## config.mk

```make
export PLATFORM = sky130hd
export DESIGN_NAME = ahps_sequencer
export DESIGN_NICKNAME = d
export VERILOG_FILES = /design/src/inc/ahps_pkg.sv /design/src/inc/ahps_pulse_if.sv /design/src/hw/ahps_pulse_gen.sv /design/src/hw/ahps_sequencer.sv
export SDC_FILE = /design/constraint.sdc
export NUM_CORES = 2
export LEC_CHECK = 0
export ABC_AREA = 0
export BUFFER_PORTS_ARGS = -buffer_cell sky130_fd_sc_hd__clkbuf_2
export CAP_MARGIN = 15
export CORE_MARGIN = 4
export CORE_UTILIZATION = 55
export CTS_CLUSTER_DIAMETER = 120
export CTS_CLUSTER_SIZE = 14
export DETAILED_ROUTE_END_ITERATION = 16
export HOLD_SLACK_MARGIN = 0.12
export PLACE_DENSITY = 0.74
export SLEW_MARGIN = 0
export SYNTH_ARGS = -nofsm -noshare
export SYNTH_HDL_FRONTEND = slang
export SYNTH_SLANG_ARGS = --single-unit
```

## constraint.sdc

```tcl
create_clock -name mclk -period 7 [get_ports mclk]
set_input_delay 0.7 -clock mclk [delete_from_list [all_inputs] [get_ports mclk]]
set_output_delay 0.7 -clock mclk [all_outputs]
set_load 0.02 [all_outputs]
```

## src/inc/ahps_pkg.sv

```systemverilog
// constants, register map and types for the axis homing pulse sequencer
// assumes one 100 MHz clock and a 32-bit AHB-Lite register port
package ahps_pkg;
	localparam int CLK_PERIOD_NS = 10;
	localparam int RAMP_UNIT_NS  = 1_000_000;
	localparam int CYC_PER_MS    = RAMP_UNIT_NS / CLK_PERIOD_NS;
	localparam int CLK_HZ        = 1_000_000_000 / CLK_PERIOD_NS;
	localparam logic [31:0] PEAK_MAX_HZ = 32'h0003_0D40;
	// byte offsets
	localparam logic [7:0] OFS_CTRL   = 8'h00;
	localparam logic [7:0] OFS_START  = 8'h04;
	localparam logic [7:0] OFS_PEAK   = 8'h08;
	localparam logic [7:0] OFS_RAMP   = 8'h0C;
	localparam logic [7:0] OFS_STATUS = 8'h10;
	localparam logic [7:0] OFS_POS0   = 8'h14;
	localparam logic [7:0] OFS_POS1   = 8'h18;
	localparam logic [7:0] OFS_IRQ_ST = 8'h1C;
	localparam logic [7:0] OFS_IRQ_MK = 8'h20;
	// control word fields
	localparam int CB_ENABLE  = 0;
	localparam int CB_TRIGGER = 1;
	localparam int CB_MODE    = 2;
	localparam int CB_DIR     = 3;
	localparam int CB_AXIS    = 4;
	localparam int CB_STOP    = 5;
	localparam int CB_ESTOP_C = 6;
	localparam int CB_DIRDIS0 = 8;
	localparam int CB_DIRDIS1 = 9;
	localparam int CB_CLR0    = 10;
	localparam int CB_CLR1    = 11;
	localparam logic [31:0] CTRL_RESET = 32'h0000_0000;
	// status fields; done and fault also sit at bits 0 and 1 of the interrupt registers
	localparam int SB_DONE  = 0;
	localparam int SB_FAULT = 1;
	localparam int SB_BUSY  = 2;
	localparam int SB_ESTOP = 3;
	localparam int SB_CODE  = 8;
	// fault codes
	localparam logic [7:0] FC_NONE       = 8'h00;
	localparam logic [7:0] FC_RAMP_SHORT = 8'h01;
	localparam logic [7:0] FC_PEAK_HIGH  = 8'h02;
	localparam logic [7:0] FC_START_LOW  = 8'h03;
	localparam logic [7:0] FC_RAMP_PULSE = 8'h04;
	localparam logic [7:0] FC_START_PEAK = 8'h05;
	typedef enum logic [2:0] {ST_IDLE, ST_ACCEL, ST_CRUISE, ST_DECEL, ST_CREEP} ahps_state_t;
endpackage : ahps_pkg

```

## src/inc/ahps_pulse_if.sv

```systemverilog
// link between the sequencer and its pulse-train generator
// both ends sit on the same clock
interface ahps_pulse_if;
	logic        run;
	logic [31:0] freq;
	logic        pulse;
	logic        step;
	modport gen (input run, input freq, output pulse, output step);
	modport seq (output run, output freq, input pulse, input step);
endinterface : ahps_pulse_if

```

## src/hw/ahps_pulse_gen.sv

```systemverilog
// phase-accumulator pulse-train generator, square wave at freq hertz
// assumes freq below half the clock rate; run low parks the output low
module ahps_pulse_gen
	import ahps_pkg::*;
(
	// clock and reset
	input  wire logic mclk,
	input  wire logic reset_n,
	// sequencer side
	ahps_pulse_if.gen pif
);
	localparam logic [32:0] HALF_WRAP = 33'(CLK_HZ);
	logic [27:0] acc_reg;
	logic [32:0] sum;

	// adding twice the rate gives two toggles, one whole pulse, per period
	assign sum = {5'h00, acc_reg} + {pif.freq, 1'b0};

	always_ff @(posedge mclk) begin
		if (!reset_n || !pif.run) begin
			acc_reg   <= 28'h0000000;
			pif.pulse <= 1'b0;
			pif.step  <= 1'b0;
		end else if (sum >= HALF_WRAP) begin
			acc_reg   <= 28'(sum - HALF_WRAP);
			pif.pulse <= ~pif.pulse;
			// count a pulse on its falling edge, once it is complete
			pif.step  <= pif.pulse;
		end else begin
			acc_reg  <= sum[27:0];
			pif.step <= 1'b0;
		end
	end
endmodule : ahps_pulse_gen

```

## src/hw/ahps_sequencer.sv

```systemverilog
// homing sequencer for two pulse axes with an AHB-Lite register slave
// assumes hready is this slave's own hreadyout; sensors are asynchronous pins
//
// Overview of operation
// - with enable set, a trigger rising edge starts the homing move
// - axis select 0 drives pulse channel zero, 1 drives channel one
// - mode 0: decelerate when near-origin goes high, stop on origin
// - mode 1: stop as soon as the origin input goes high
// - count rises per pulse for direction 0, falls for direction 1
// - ramp time in ms sets equal acceleration and deceleration times
// - reaching origin leaves the position count unchanged
// - position counts clear only through their count-clear bits
// - done reads 1 after successful homing, 0 until then
// - fault flag reads 1 after an error; byte fault code names it
// - starts only while enable is 1 and never alters that enable
// - direction output 0 forward, 1 backward, unless direction disabled
// - count-clear bit 1 clears the count, 0 keeps it
// - while emergency-stop is set nothing starts; software clears it
// - fault codes 0 none,1 short ramp,2 peak high,3 start low,4 never set,5 start>peak
module ahps_sequencer
	import ahps_pkg::*;
#(
	parameter int RAMP_CYC_PER_MS = CYC_PER_MS
) (
	// clock and reset
	input  wire logic        mclk,
	input  wire logic        reset_n,
	// AHB-Lite slave
	input  wire logic        hsel,
	input  wire logic [31:0] haddr,
	input  wire logic [1:0]  htrans,
	input  wire logic        hwrite,
	input  wire logic [2:0]  hsize,
	input  wire logic [31:0] hwdata,
	input  wire logic        hready,
	output logic             hreadyout,
	output logic [31:0]      hrdata,
	output logic             hresp,
	// sensors
	input  wire logic        origin_in,
	input  wire logic        near_origin_in,
	// drive side
	output logic             pulse_out_ch0,
	output logic             pulse_out_ch1,
	output logic             dir_out_ch0,
	output logic             dir_out_ch1,
	output logic             irq
);
	ahps_pulse_if pif ();
	ahps_pulse_gen u_gen (.mclk(mclk), .reset_n(reset_n), .pif(pif));

	ahps_state_t state_reg;
	logic [31:0] ctrl_reg, peak_reg, peak_lat_reg, diff_reg, cur_freq_reg;
	logic [15:0] start_reg, ramp_reg;
	logic [47:0] racc_reg, ramp_cyc_reg, ramp_cyc, racc_sum;
	logic [31:0] pos0_reg, pos1_reg, hrdata_reg, rdata_next;
	logic [7:0]  fault_code_reg, wr_ofs_reg, fault_next;
	logic [2:0]  irq_st_reg, irq_mk_reg, irq_set;
	logic [1:0]  origin_sync_reg, near_sync_reg;
	logic        wr_pend_reg, trig_d_reg, done_reg, err_reg, estop_reg;
	logic        axis_reg, mode_reg, dir_reg, pulse0_reg, pulse1_reg;
	logic        dir0_reg, dir1_reg, irq_reg, addr_ok, rd_irq_st, go, tick;
	logic        origin_s, near_s, running, stop_cmd;

	// AHB slave: zero wait states, always OKAY
	assign addr_ok   = hsel && htrans[1] && hready;
	assign rd_irq_st = addr_ok && !hwrite && haddr[7:0] == OFS_IRQ_ST;
	assign hreadyout = 1'b1;
	assign hresp     = 1'b0;
	assign hrdata    = hrdata_reg;

	always_comb begin
		unique case (haddr[7:0])
			OFS_CTRL:   rdata_next = ctrl_reg;
			OFS_START:  rdata_next = {16'h0000, start_reg};
			OFS_PEAK:   rdata_next = peak_reg;
			OFS_RAMP:   rdata_next = {16'h0000, ramp_reg};
			OFS_STATUS: rdata_next = {16'h0000, fault_code_reg, 4'h0, estop_reg, running, err_reg, done_reg};
			OFS_POS0:   rdata_next = pos0_reg;
			OFS_POS1:   rdata_next = pos1_reg;
			OFS_IRQ_ST: rdata_next = {29'h00000000, irq_st_reg};
			OFS_IRQ_MK: rdata_next = {29'h00000000, irq_mk_reg};
			default:    rdata_next = 32'h0000_0000;
		endcase
	end

	always_ff @(posedge mclk) begin
		if (!reset_n) begin
			wr_pend_reg <= 1'b0;
			wr_ofs_reg  <= 8'h00;
			hrdata_reg  <= 32'h0000_0000;
		end else begin
			wr_pend_reg <= addr_ok && hwrite;
			wr_ofs_reg  <= haddr[7:0];
			if (addr_ok && !hwrite)
				hrdata_reg <= rdata_next;
		end
	end

	// stop and estop-clear are write strobes and never stay set
	always_ff @(posedge mclk) begin
		if (!reset_n) begin
			ctrl_reg  <= CTRL_RESET;
			start_reg <= 16'h0000;
			peak_reg  <= 32'h0000_0000;
			ramp_reg  <= 16'h0000;
			irq_mk_reg <= 3'h0;
		end else begin
			ctrl_reg[CB_STOP]    <= 1'b0;
			ctrl_reg[CB_ESTOP_C] <= 1'b0;
			if (wr_pend_reg) begin
				unique case (wr_ofs_reg)
					OFS_CTRL:   ctrl_reg   <= hwdata;
					OFS_START:  start_reg  <= hwdata[15:0];
					OFS_PEAK:   peak_reg   <= hwdata;
					OFS_RAMP:   ramp_reg   <= hwdata[15:0];
					OFS_IRQ_MK: irq_mk_reg <= hwdata[2:0];
					// counts and status are read-only here
					default:    ;
				endcase
			end
		end
	end

	// sensor synchronisers
	always_ff @(posedge mclk) begin
		if (!reset_n) begin
			origin_sync_reg <= 2'b00;
			near_sync_reg   <= 2'b00;
		end else begin
			origin_sync_reg <= {origin_sync_reg[0], origin_in};
			near_sync_reg   <= {near_sync_reg[0], near_origin_in};
		end
	end
	assign origin_s = origin_sync_reg[1];
	assign near_s   = near_sync_reg[1];

	assign running  = state_reg != ST_IDLE;
	assign stop_cmd = ctrl_reg[CB_STOP];
	// enable is only read, so execution leaves it alone
	assign go = ctrl_reg[CB_TRIGGER] && !trig_d_reg && ctrl_reg[CB_ENABLE]
		&& !estop_reg && !running;
	assign ramp_cyc = 48'(ramp_reg) * 48'(RAMP_CYC_PER_MS);
	assign racc_sum = racc_reg + {16'h0000, diff_reg};
	assign tick     = racc_sum >= ramp_cyc_reg;

	// validation order: peak range, start floor, start vs peak, ramp slope
	always_comb begin
		if (peak_reg > PEAK_MAX_HZ)
			fault_next = FC_PEAK_HIGH;
		else if (start_reg == 16'h0000)
			fault_next = FC_START_LOW;
		else if ({16'h0000, start_reg} > peak_reg)
			fault_next = FC_START_PEAK;
		else if (ramp_cyc < {16'h0000, peak_reg - {16'h0000, start_reg}})
			fault_next = FC_RAMP_SHORT;
		else
			fault_next = FC_NONE;
	end

	// at most one frequency step per clock, guaranteed by the slope check
	always_ff @(posedge mclk) begin
		if (!reset_n) begin
			state_reg      <= ST_IDLE;
			trig_d_reg     <= 1'b0;
			cur_freq_reg   <= 32'h0000_0000;
			racc_reg       <= 48'h0;
			ramp_cyc_reg   <= 48'h0;
			diff_reg       <= 32'h0000_0000;
			peak_lat_reg   <= 32'h0000_0000;
			axis_reg       <= 1'b0;
			mode_reg       <= 1'b0;
			dir_reg        <= 1'b0;
			done_reg       <= 1'b0;
			err_reg        <= 1'b0;
			fault_code_reg <= FC_NONE;
		end else begin
			trig_d_reg <= ctrl_reg[CB_TRIGGER];
			if (go) begin
				done_reg       <= 1'b0;
				fault_code_reg <= fault_next;
				err_reg        <= fault_next != FC_NONE;
				axis_reg       <= ctrl_reg[CB_AXIS];
				mode_reg       <= ctrl_reg[CB_MODE];
				dir_reg        <= ctrl_reg[CB_DIR];
				cur_freq_reg   <= {16'h0000, start_reg};
				peak_lat_reg   <= peak_reg;
				diff_reg       <= peak_reg - {16'h0000, start_reg};
				ramp_cyc_reg   <= ramp_cyc;
				racc_reg       <= 48'h0;
				if (fault_next == FC_NONE)
					state_reg <= ST_ACCEL;
			end else if (running) begin
				racc_reg <= tick ? racc_sum - ramp_cyc_reg : racc_sum;
				if (stop_cmd) begin
					state_reg <= ST_IDLE;
				end else if (origin_s) begin
					state_reg <= ST_IDLE;
					done_reg  <= 1'b1;
				end else if (!mode_reg && near_s && (state_reg == ST_ACCEL || state_reg == ST_CRUISE)) begin
					state_reg <= ST_DECEL;
					racc_reg  <= 48'h0;
				end else begin
					unique case (state_reg)
						ST_ACCEL: begin
							if (cur_freq_reg >= peak_lat_reg)
								state_reg <= ST_CRUISE;
							else if (tick)
								cur_freq_reg <= cur_freq_reg + 32'h1;
						end
						ST_DECEL: begin
							if (cur_freq_reg <= peak_lat_reg - diff_reg)
								state_reg <= ST_CREEP;
							else if (tick)
								cur_freq_reg <= cur_freq_reg - 32'h1;
						end
						default: ;
					endcase
				end
			end
		end
	end
	assign pif.run  = running;
	assign pif.freq = cur_freq_reg;

	// emergency stop: set by the stop bit, which wins over the estop-clear bit
	always_ff @(posedge mclk) begin
		if (!reset_n)
			estop_reg <= 1'b0;
		else if (stop_cmd)
			estop_reg <= 1'b1;
		else if (ctrl_reg[CB_ESTOP_C])
			estop_reg <= 1'b0;
	end

	// position counts; origin does not touch them
	always_ff @(posedge mclk) begin
		if (!reset_n) begin
			pos0_reg <= 32'h0000_0000;
			pos1_reg <= 32'h0000_0000;
		end else begin
			if (ctrl_reg[CB_CLR0])
				pos0_reg <= 32'h0000_0000;
			else if (pif.step && !axis_reg)
				pos0_reg <= dir_reg ? pos0_reg - 32'h1 : pos0_reg + 32'h1;
			if (ctrl_reg[CB_CLR1])
				pos1_reg <= 32'h0000_0000;
			else if (pif.step && axis_reg)
				pos1_reg <= dir_reg ? pos1_reg - 32'h1 : pos1_reg + 32'h1;
		end
	end

	// pin drivers; a disabled direction channel is held low
	always_ff @(posedge mclk) begin
		if (!reset_n) begin
			pulse0_reg <= 1'b0;
			pulse1_reg <= 1'b0;
			dir0_reg   <= 1'b0;
			dir1_reg   <= 1'b0;
		end else begin
			pulse0_reg <= pif.pulse && !axis_reg;
			pulse1_reg <= pif.pulse && axis_reg;
			dir0_reg   <= !ctrl_reg[CB_DIRDIS0] && (running && !axis_reg ? dir_reg : ctrl_reg[CB_DIR]);
			dir1_reg   <= !ctrl_reg[CB_DIRDIS1] && (running && axis_reg ? dir_reg : ctrl_reg[CB_DIR]);
		end
	end
	assign pulse_out_ch0 = pulse0_reg;
	assign pulse_out_ch1 = pulse1_reg;
	assign dir_out_ch0   = dir0_reg;
	assign dir_out_ch1   = dir1_reg;

	// interrupt: done, fault, emergency stop; reading clears, new events win
	assign irq_set = {stop_cmd, go && fault_next != FC_NONE, running && origin_s && !stop_cmd};
	always_ff @(posedge mclk) begin
		if (!reset_n) begin
			irq_st_reg <= 3'h0;
			irq_reg    <= 1'b0;
		end else begin
			irq_st_reg <= (rd_irq_st ? 3'h0 : irq_st_reg) | irq_set;
			irq_reg    <= |(irq_st_reg & irq_mk_reg);
		end
	end
	assign irq = irq_reg;

	a_start_edge: assert property (@(posedge mclk) disable iff (!reset_n)
		go |=> running || err_reg) else $error("trigger edge did not start homing");
	a_near_decel: assert property (@(posedge mclk) disable iff (!reset_n)
		(!mode_reg && near_s && !origin_s && !stop_cmd && (state_reg == ST_ACCEL || state_reg == ST_CRUISE))
		|=> state_reg == ST_DECEL) else $error("no deceleration on near origin");
	a_origin_stop: assert property (@(posedge mclk) disable iff (!reset_n)
		(running && origin_s && !stop_cmd) |=> !running && done_reg) else $error("origin did not stop");
	a_count_fwd: assert property (@(posedge mclk) disable iff (!reset_n)
		(pif.step && !axis_reg && !dir_reg && !ctrl_reg[CB_CLR0]) |=> pos0_reg == $past(pos0_reg) + 32'h1)
		else $error("forward count did not rise");
	a_ramp_bound: assert property (@(posedge mclk) disable iff (!reset_n)
		running |-> cur_freq_reg <= peak_lat_reg) else $error("frequency above peak");
	a_count_clear: assert property (@(posedge mclk) disable iff (!reset_n)
		ctrl_reg[CB_CLR1] |=> pos1_reg == 32'h0000_0000) else $error("count clear ignored");
	a_fault_code: assert property (@(posedge mclk) disable iff (!reset_n)
		(go && fault_next != FC_NONE) |=> err_reg && !running && fault_code_reg != FC_NONE)
		else $error("faulted start ran or lost its code");
	a_done_idle: assert property (@(posedge mclk) disable iff (!reset_n)
		done_reg |-> !running) else $error("done while moving");
	a_estop_block: assert property (@(posedge mclk) disable iff (!reset_n)
		(estop_reg && !running) |=> !running) else $error("start under emergency stop");
	a_dir_disable: assert property (@(posedge mclk) disable iff (!reset_n)
		ctrl_reg[CB_DIRDIS0] |=> !dir_out_ch0) else $error("disabled direction driven");
	a_idle_pulse: assert property (@(posedge mclk) disable iff (!reset_n)
		$fell(running) |-> ##2 !pulse_out_ch0 && !pulse_out_ch1) else $error("pulse not idle after stop");
endmodule : ahps_sequencer

```

==> results.cfg <==
[critical_path]
worstSetupStartpointType = flop
worst_path_most_repeated_cell = ha_1
critPathMaxStageDelay_ns = 0.54
worstPathRequired_ns = 7.49
rr_startpoint = ramp_reg[5]
origin_of_the_worst_setup_path = ramp_reg[5]
reg2reg_to = state_reg[0]
timing.setup.critical_path_class = flop to flop
worstPathMaxFanout = 6
setup.worst_path.end_class = flop
timing.critical_path.to = state_reg[0]
flop_to_flop_setup_slack_ns = 0.37
crit_arrival_ns = 7.12
cpMaxStageDelayCell = fa_1
count_of_cells_along_the_worst_register_to_register_path = 29

[cts]
post_cts_hold_buffer_count = 0
h-tree-depth = 2
cts.sinks = 430
worst_setup_hold_path_clk_slew_ns = 0.07
cts_made_buffers = 37
cts.root.buffer_cell = clkbuf_16
worst_case_clock_buffer_depth = 3
worst_skew_pair.late_latency_ns = 0.60
tritoncts = done

[synth]
netlist.top_cell.by_area = dfxtp_1
ys_seq_elements = 430
synth_top_area_share_pct = 25.2
synth.area.top_cells = dfxtp_1 25%, ha_1 16%, nand2_1 6.3%
synthesized_nets = 4829
synth_edf_count = 0
syn-instance-count = 4283
synth.yosys.warnings = 0
post_synth_num_cell_types = 98
synth_sequential_area_ratio_pct = 25.2
synthArstFlopShare_pct = 0
synthesis.area_sq_mm = 0.0342
synth_area_per_inst_sq_um = 7.99
synth_ff_type = dfxtp_1

[timing]
fin_setup_tns_ns = 0
max_clock_freq_ghz = 0.151
rsz0062_at_grt = no
setup_viol_count_final = 0
period_share_pct = 94.7
holdWs_ns = 0.330
final.min_clock_period_ns = 6.63
timing_hold_violations_final = 0
finalMaxSlewViolations = 0
timing.clock.skew_ns = 0.0350
maxSlewHeadroom_pct = 19.3
worst-slew-pin-transition_ns = 1.21

[routing]
routedWlPerCell_microns = 18.4
num_vias = 30546
routed_wirelength_mm = 94.5
remaining_design_rule_violation_count = 0
drtPass1Iterations = 6
viasPerCell = 5.95
drt-initial-drc-count = 2247
final_antenna_net_count = 0

[floorplan]
num_io_pins = 115
die_span_in_x_microns = 257
initial_core_util_pct = 55.5
core.rowCount = 91
chipHeight_microns = 257
die_area_sq_mm = 0.0662
core_region_area_sq_mm = 0.0616

[flow_run]
cap_violations = 0

[final_layout]
fill_cells = 5640
number_of_flip_flops_in_the_largest_register = 48
drive_gt1_share_pct = 6.09
num-nets-final = 4843
postLayoutCoreUtil_pct = 59.4
num_antenna_cells = 0
syn_to_final_growth_pct = 7.02

[placement]
port_buffers = 84
place.gp.congestion = 0.970
detailed_place_hpwl_mm = 72.0

[power_and_ir_drop]
ir_drop_mv = 0.178
power_density_mw_per_mm2 = 125
static-leakage-power_nw = 15.9

[worst_hold_path]
hold_path_class = primary input to flop

[grt]
via_count_of_the_first_global_routing_pass = 29520
track_usage_pct = 27.8
grt_antenna_before_repair = 0
first_pass_grt_wire_length_mm = 152
grt_start_max_net_pins = 221
gr-total-overflow = 0

[run_status]
status = finished clean
-- metrics by stage --
stage / instance area, sq um / std cells / setup slack, ns / total power, mW
2_1_floorplan: 34200 / 4283 / 0.902 / 2.59
3_3_place_gp: 35500 / 5094 / 0.209 / 2.65
5_1_grt: 36600 / 5137 / 0.00844 / 4.69
4_1_cts: 36500 / 5136 / 0.0705 / 4.60
6_report: 36600 / 5137 / 0.369 / 4.57
3_5_place_dp: 35500 / 5094 / 0.0982 / 2.65
-- logic make-up after synthesis --
kind of cell    Yosys count  share of synthesized area [%]
compound gates         1212                           23.4
other cells               2                         0.0220
buf+inv                 471                           5.39
flops                   430                           25.2
simple gates           1358                           18.8
xor+xnor                260                           6.66
mux                      80                           2.35
fa+ha+maj               470                           18.2
-- cell usage after synthesis (all sizes together) (26+ instances only) --
| master | n |
|---|---|
| ha | 424 |
| a31oi | 32 |
| a22oi | 26 |
| clkbuf | 142 |
| a21o | 117 |
| dfxtp | 430 |
| a21boi | 138 |
| nor2 | 237 |
| buf | 26 |
| fa | 46 |
| nor2b | 119 |
| o21ai | 234 |
| a21oi | 341 |
| nand2 | 577 |
| mux2i | 78 |
| xor2 | 93 |
| o21a | 37 |
| nand2b | 31 |
| nand4 | 29 |
| and2 | 54 |
| nand3 | 87 |
| nor3 | 77 |
| a211oi | 37 |
| xnor2 | 167 |
| inv | 303 |
| or3 | 31 |
-- how the worst min path moves through the flow --
stage / startpoint / slack [ns] / depth (start not counted) / end
2_1_floorplan: near_sync_reg[0] / 0.41 / 1 / near_sync_reg[1]
3_3_place_gp: origin_sync_reg[0] / 0.43 / 1 / origin_sync_reg[1]
3_5_place_dp: near_sync_reg[0] / 0.42 / 1 / near_sync_reg[1]
4_1_cts: origin_in / 0.30 / 2 / origin_sync_reg[0]
5_1_grt: origin_in / 0.33 / 2 / origin_sync_reg[0]
6_report: origin_in / 0.33 / 2 / origin_sync_reg[0]
-- repair_timing --
action	CTS	global route
buffers inserted	0	1
setup endpoints to repair	0	36
resized for setup	0	17
-- critical path, delay by kind of cell, from the launching register on --
kind / cells / cell delay, ns
fa+ha+maj: 7 / 2.46
compound gates: 12 / 2.41
simple gates: 6 / 0.82
flops: 1 / 0.37
buf+inv: 3 / 0.36
xor+xnor: 1 / 0.11
-- per-layer routing --
| metal | wire length, microns | GRT usage (%) | part of all wire [%] | up-vias |
|---|---|---|---|---|
| li1 | - | - | - | 15165 |
| met5 | 0 | 0 | 0 | - |
| met3 | 5440 | 3.42 | 5.8 | 205 |
| met1 | 41400 | 35.7 | 44 | 14327 |
| met2 | 44000 | 48.1 | 47 | 849 |
| met4 | 3690 | 9.81 | 3.9 | 0 |
-- cell usage in the layout (no fill, tap or decap), types with 31 or more instances in the layout --
| master | instances |
|---|---|
| inv_1 | 303 |
| nand2_1 | 577 |
| o21ai_0 | 203 |
| a21boi_0 | 137 |
| clkbuf_2 | 83 |
| ha_1 | 424 |
| nor2b_1 | 118 |
| a21o_1 | 116 |
| and2_1 | 51 |
| dfxtp_1 | 424 |
| nor2_1 | 231 |
| buf_4 | 55 |
| or3_1 | 31 |
| a211oi_1 | 33 |
| nor3_1 | 76 |
| fa_1 | 46 |
| nand3_1 | 85 |
| mux2i_1 | 78 |
| xnor2_1 | 167 |
| a21oi_1 | 337 |
| o21a_1 | 37 |
| xor2_1 | 91 |
| clkbuf_16 | 38 |
-- power by group --
part           internal [mW]  switching, mW  leakage [nW]
clock network          0.977          0.994         0.496
registers               2.45        0.00309          3.47
logic                 0.0495         0.0940          11.9
total                   3.48           1.09          15.9
-- final cells by class --
type	count	area, sq um	area share (%)
Inverter	303	1140	3.11
Clock buffer	38	951	2.60
Tap cell	837	1050	2.86
Clock inverter	4	61.3	0.167
Multi-Input combinational cell	3382	23900	65.2
Sequential cell	430	8620	23.5
Timing Repair Buffer	143	920	2.51
No activity file was read; power rests on OpenSTA's default activity.
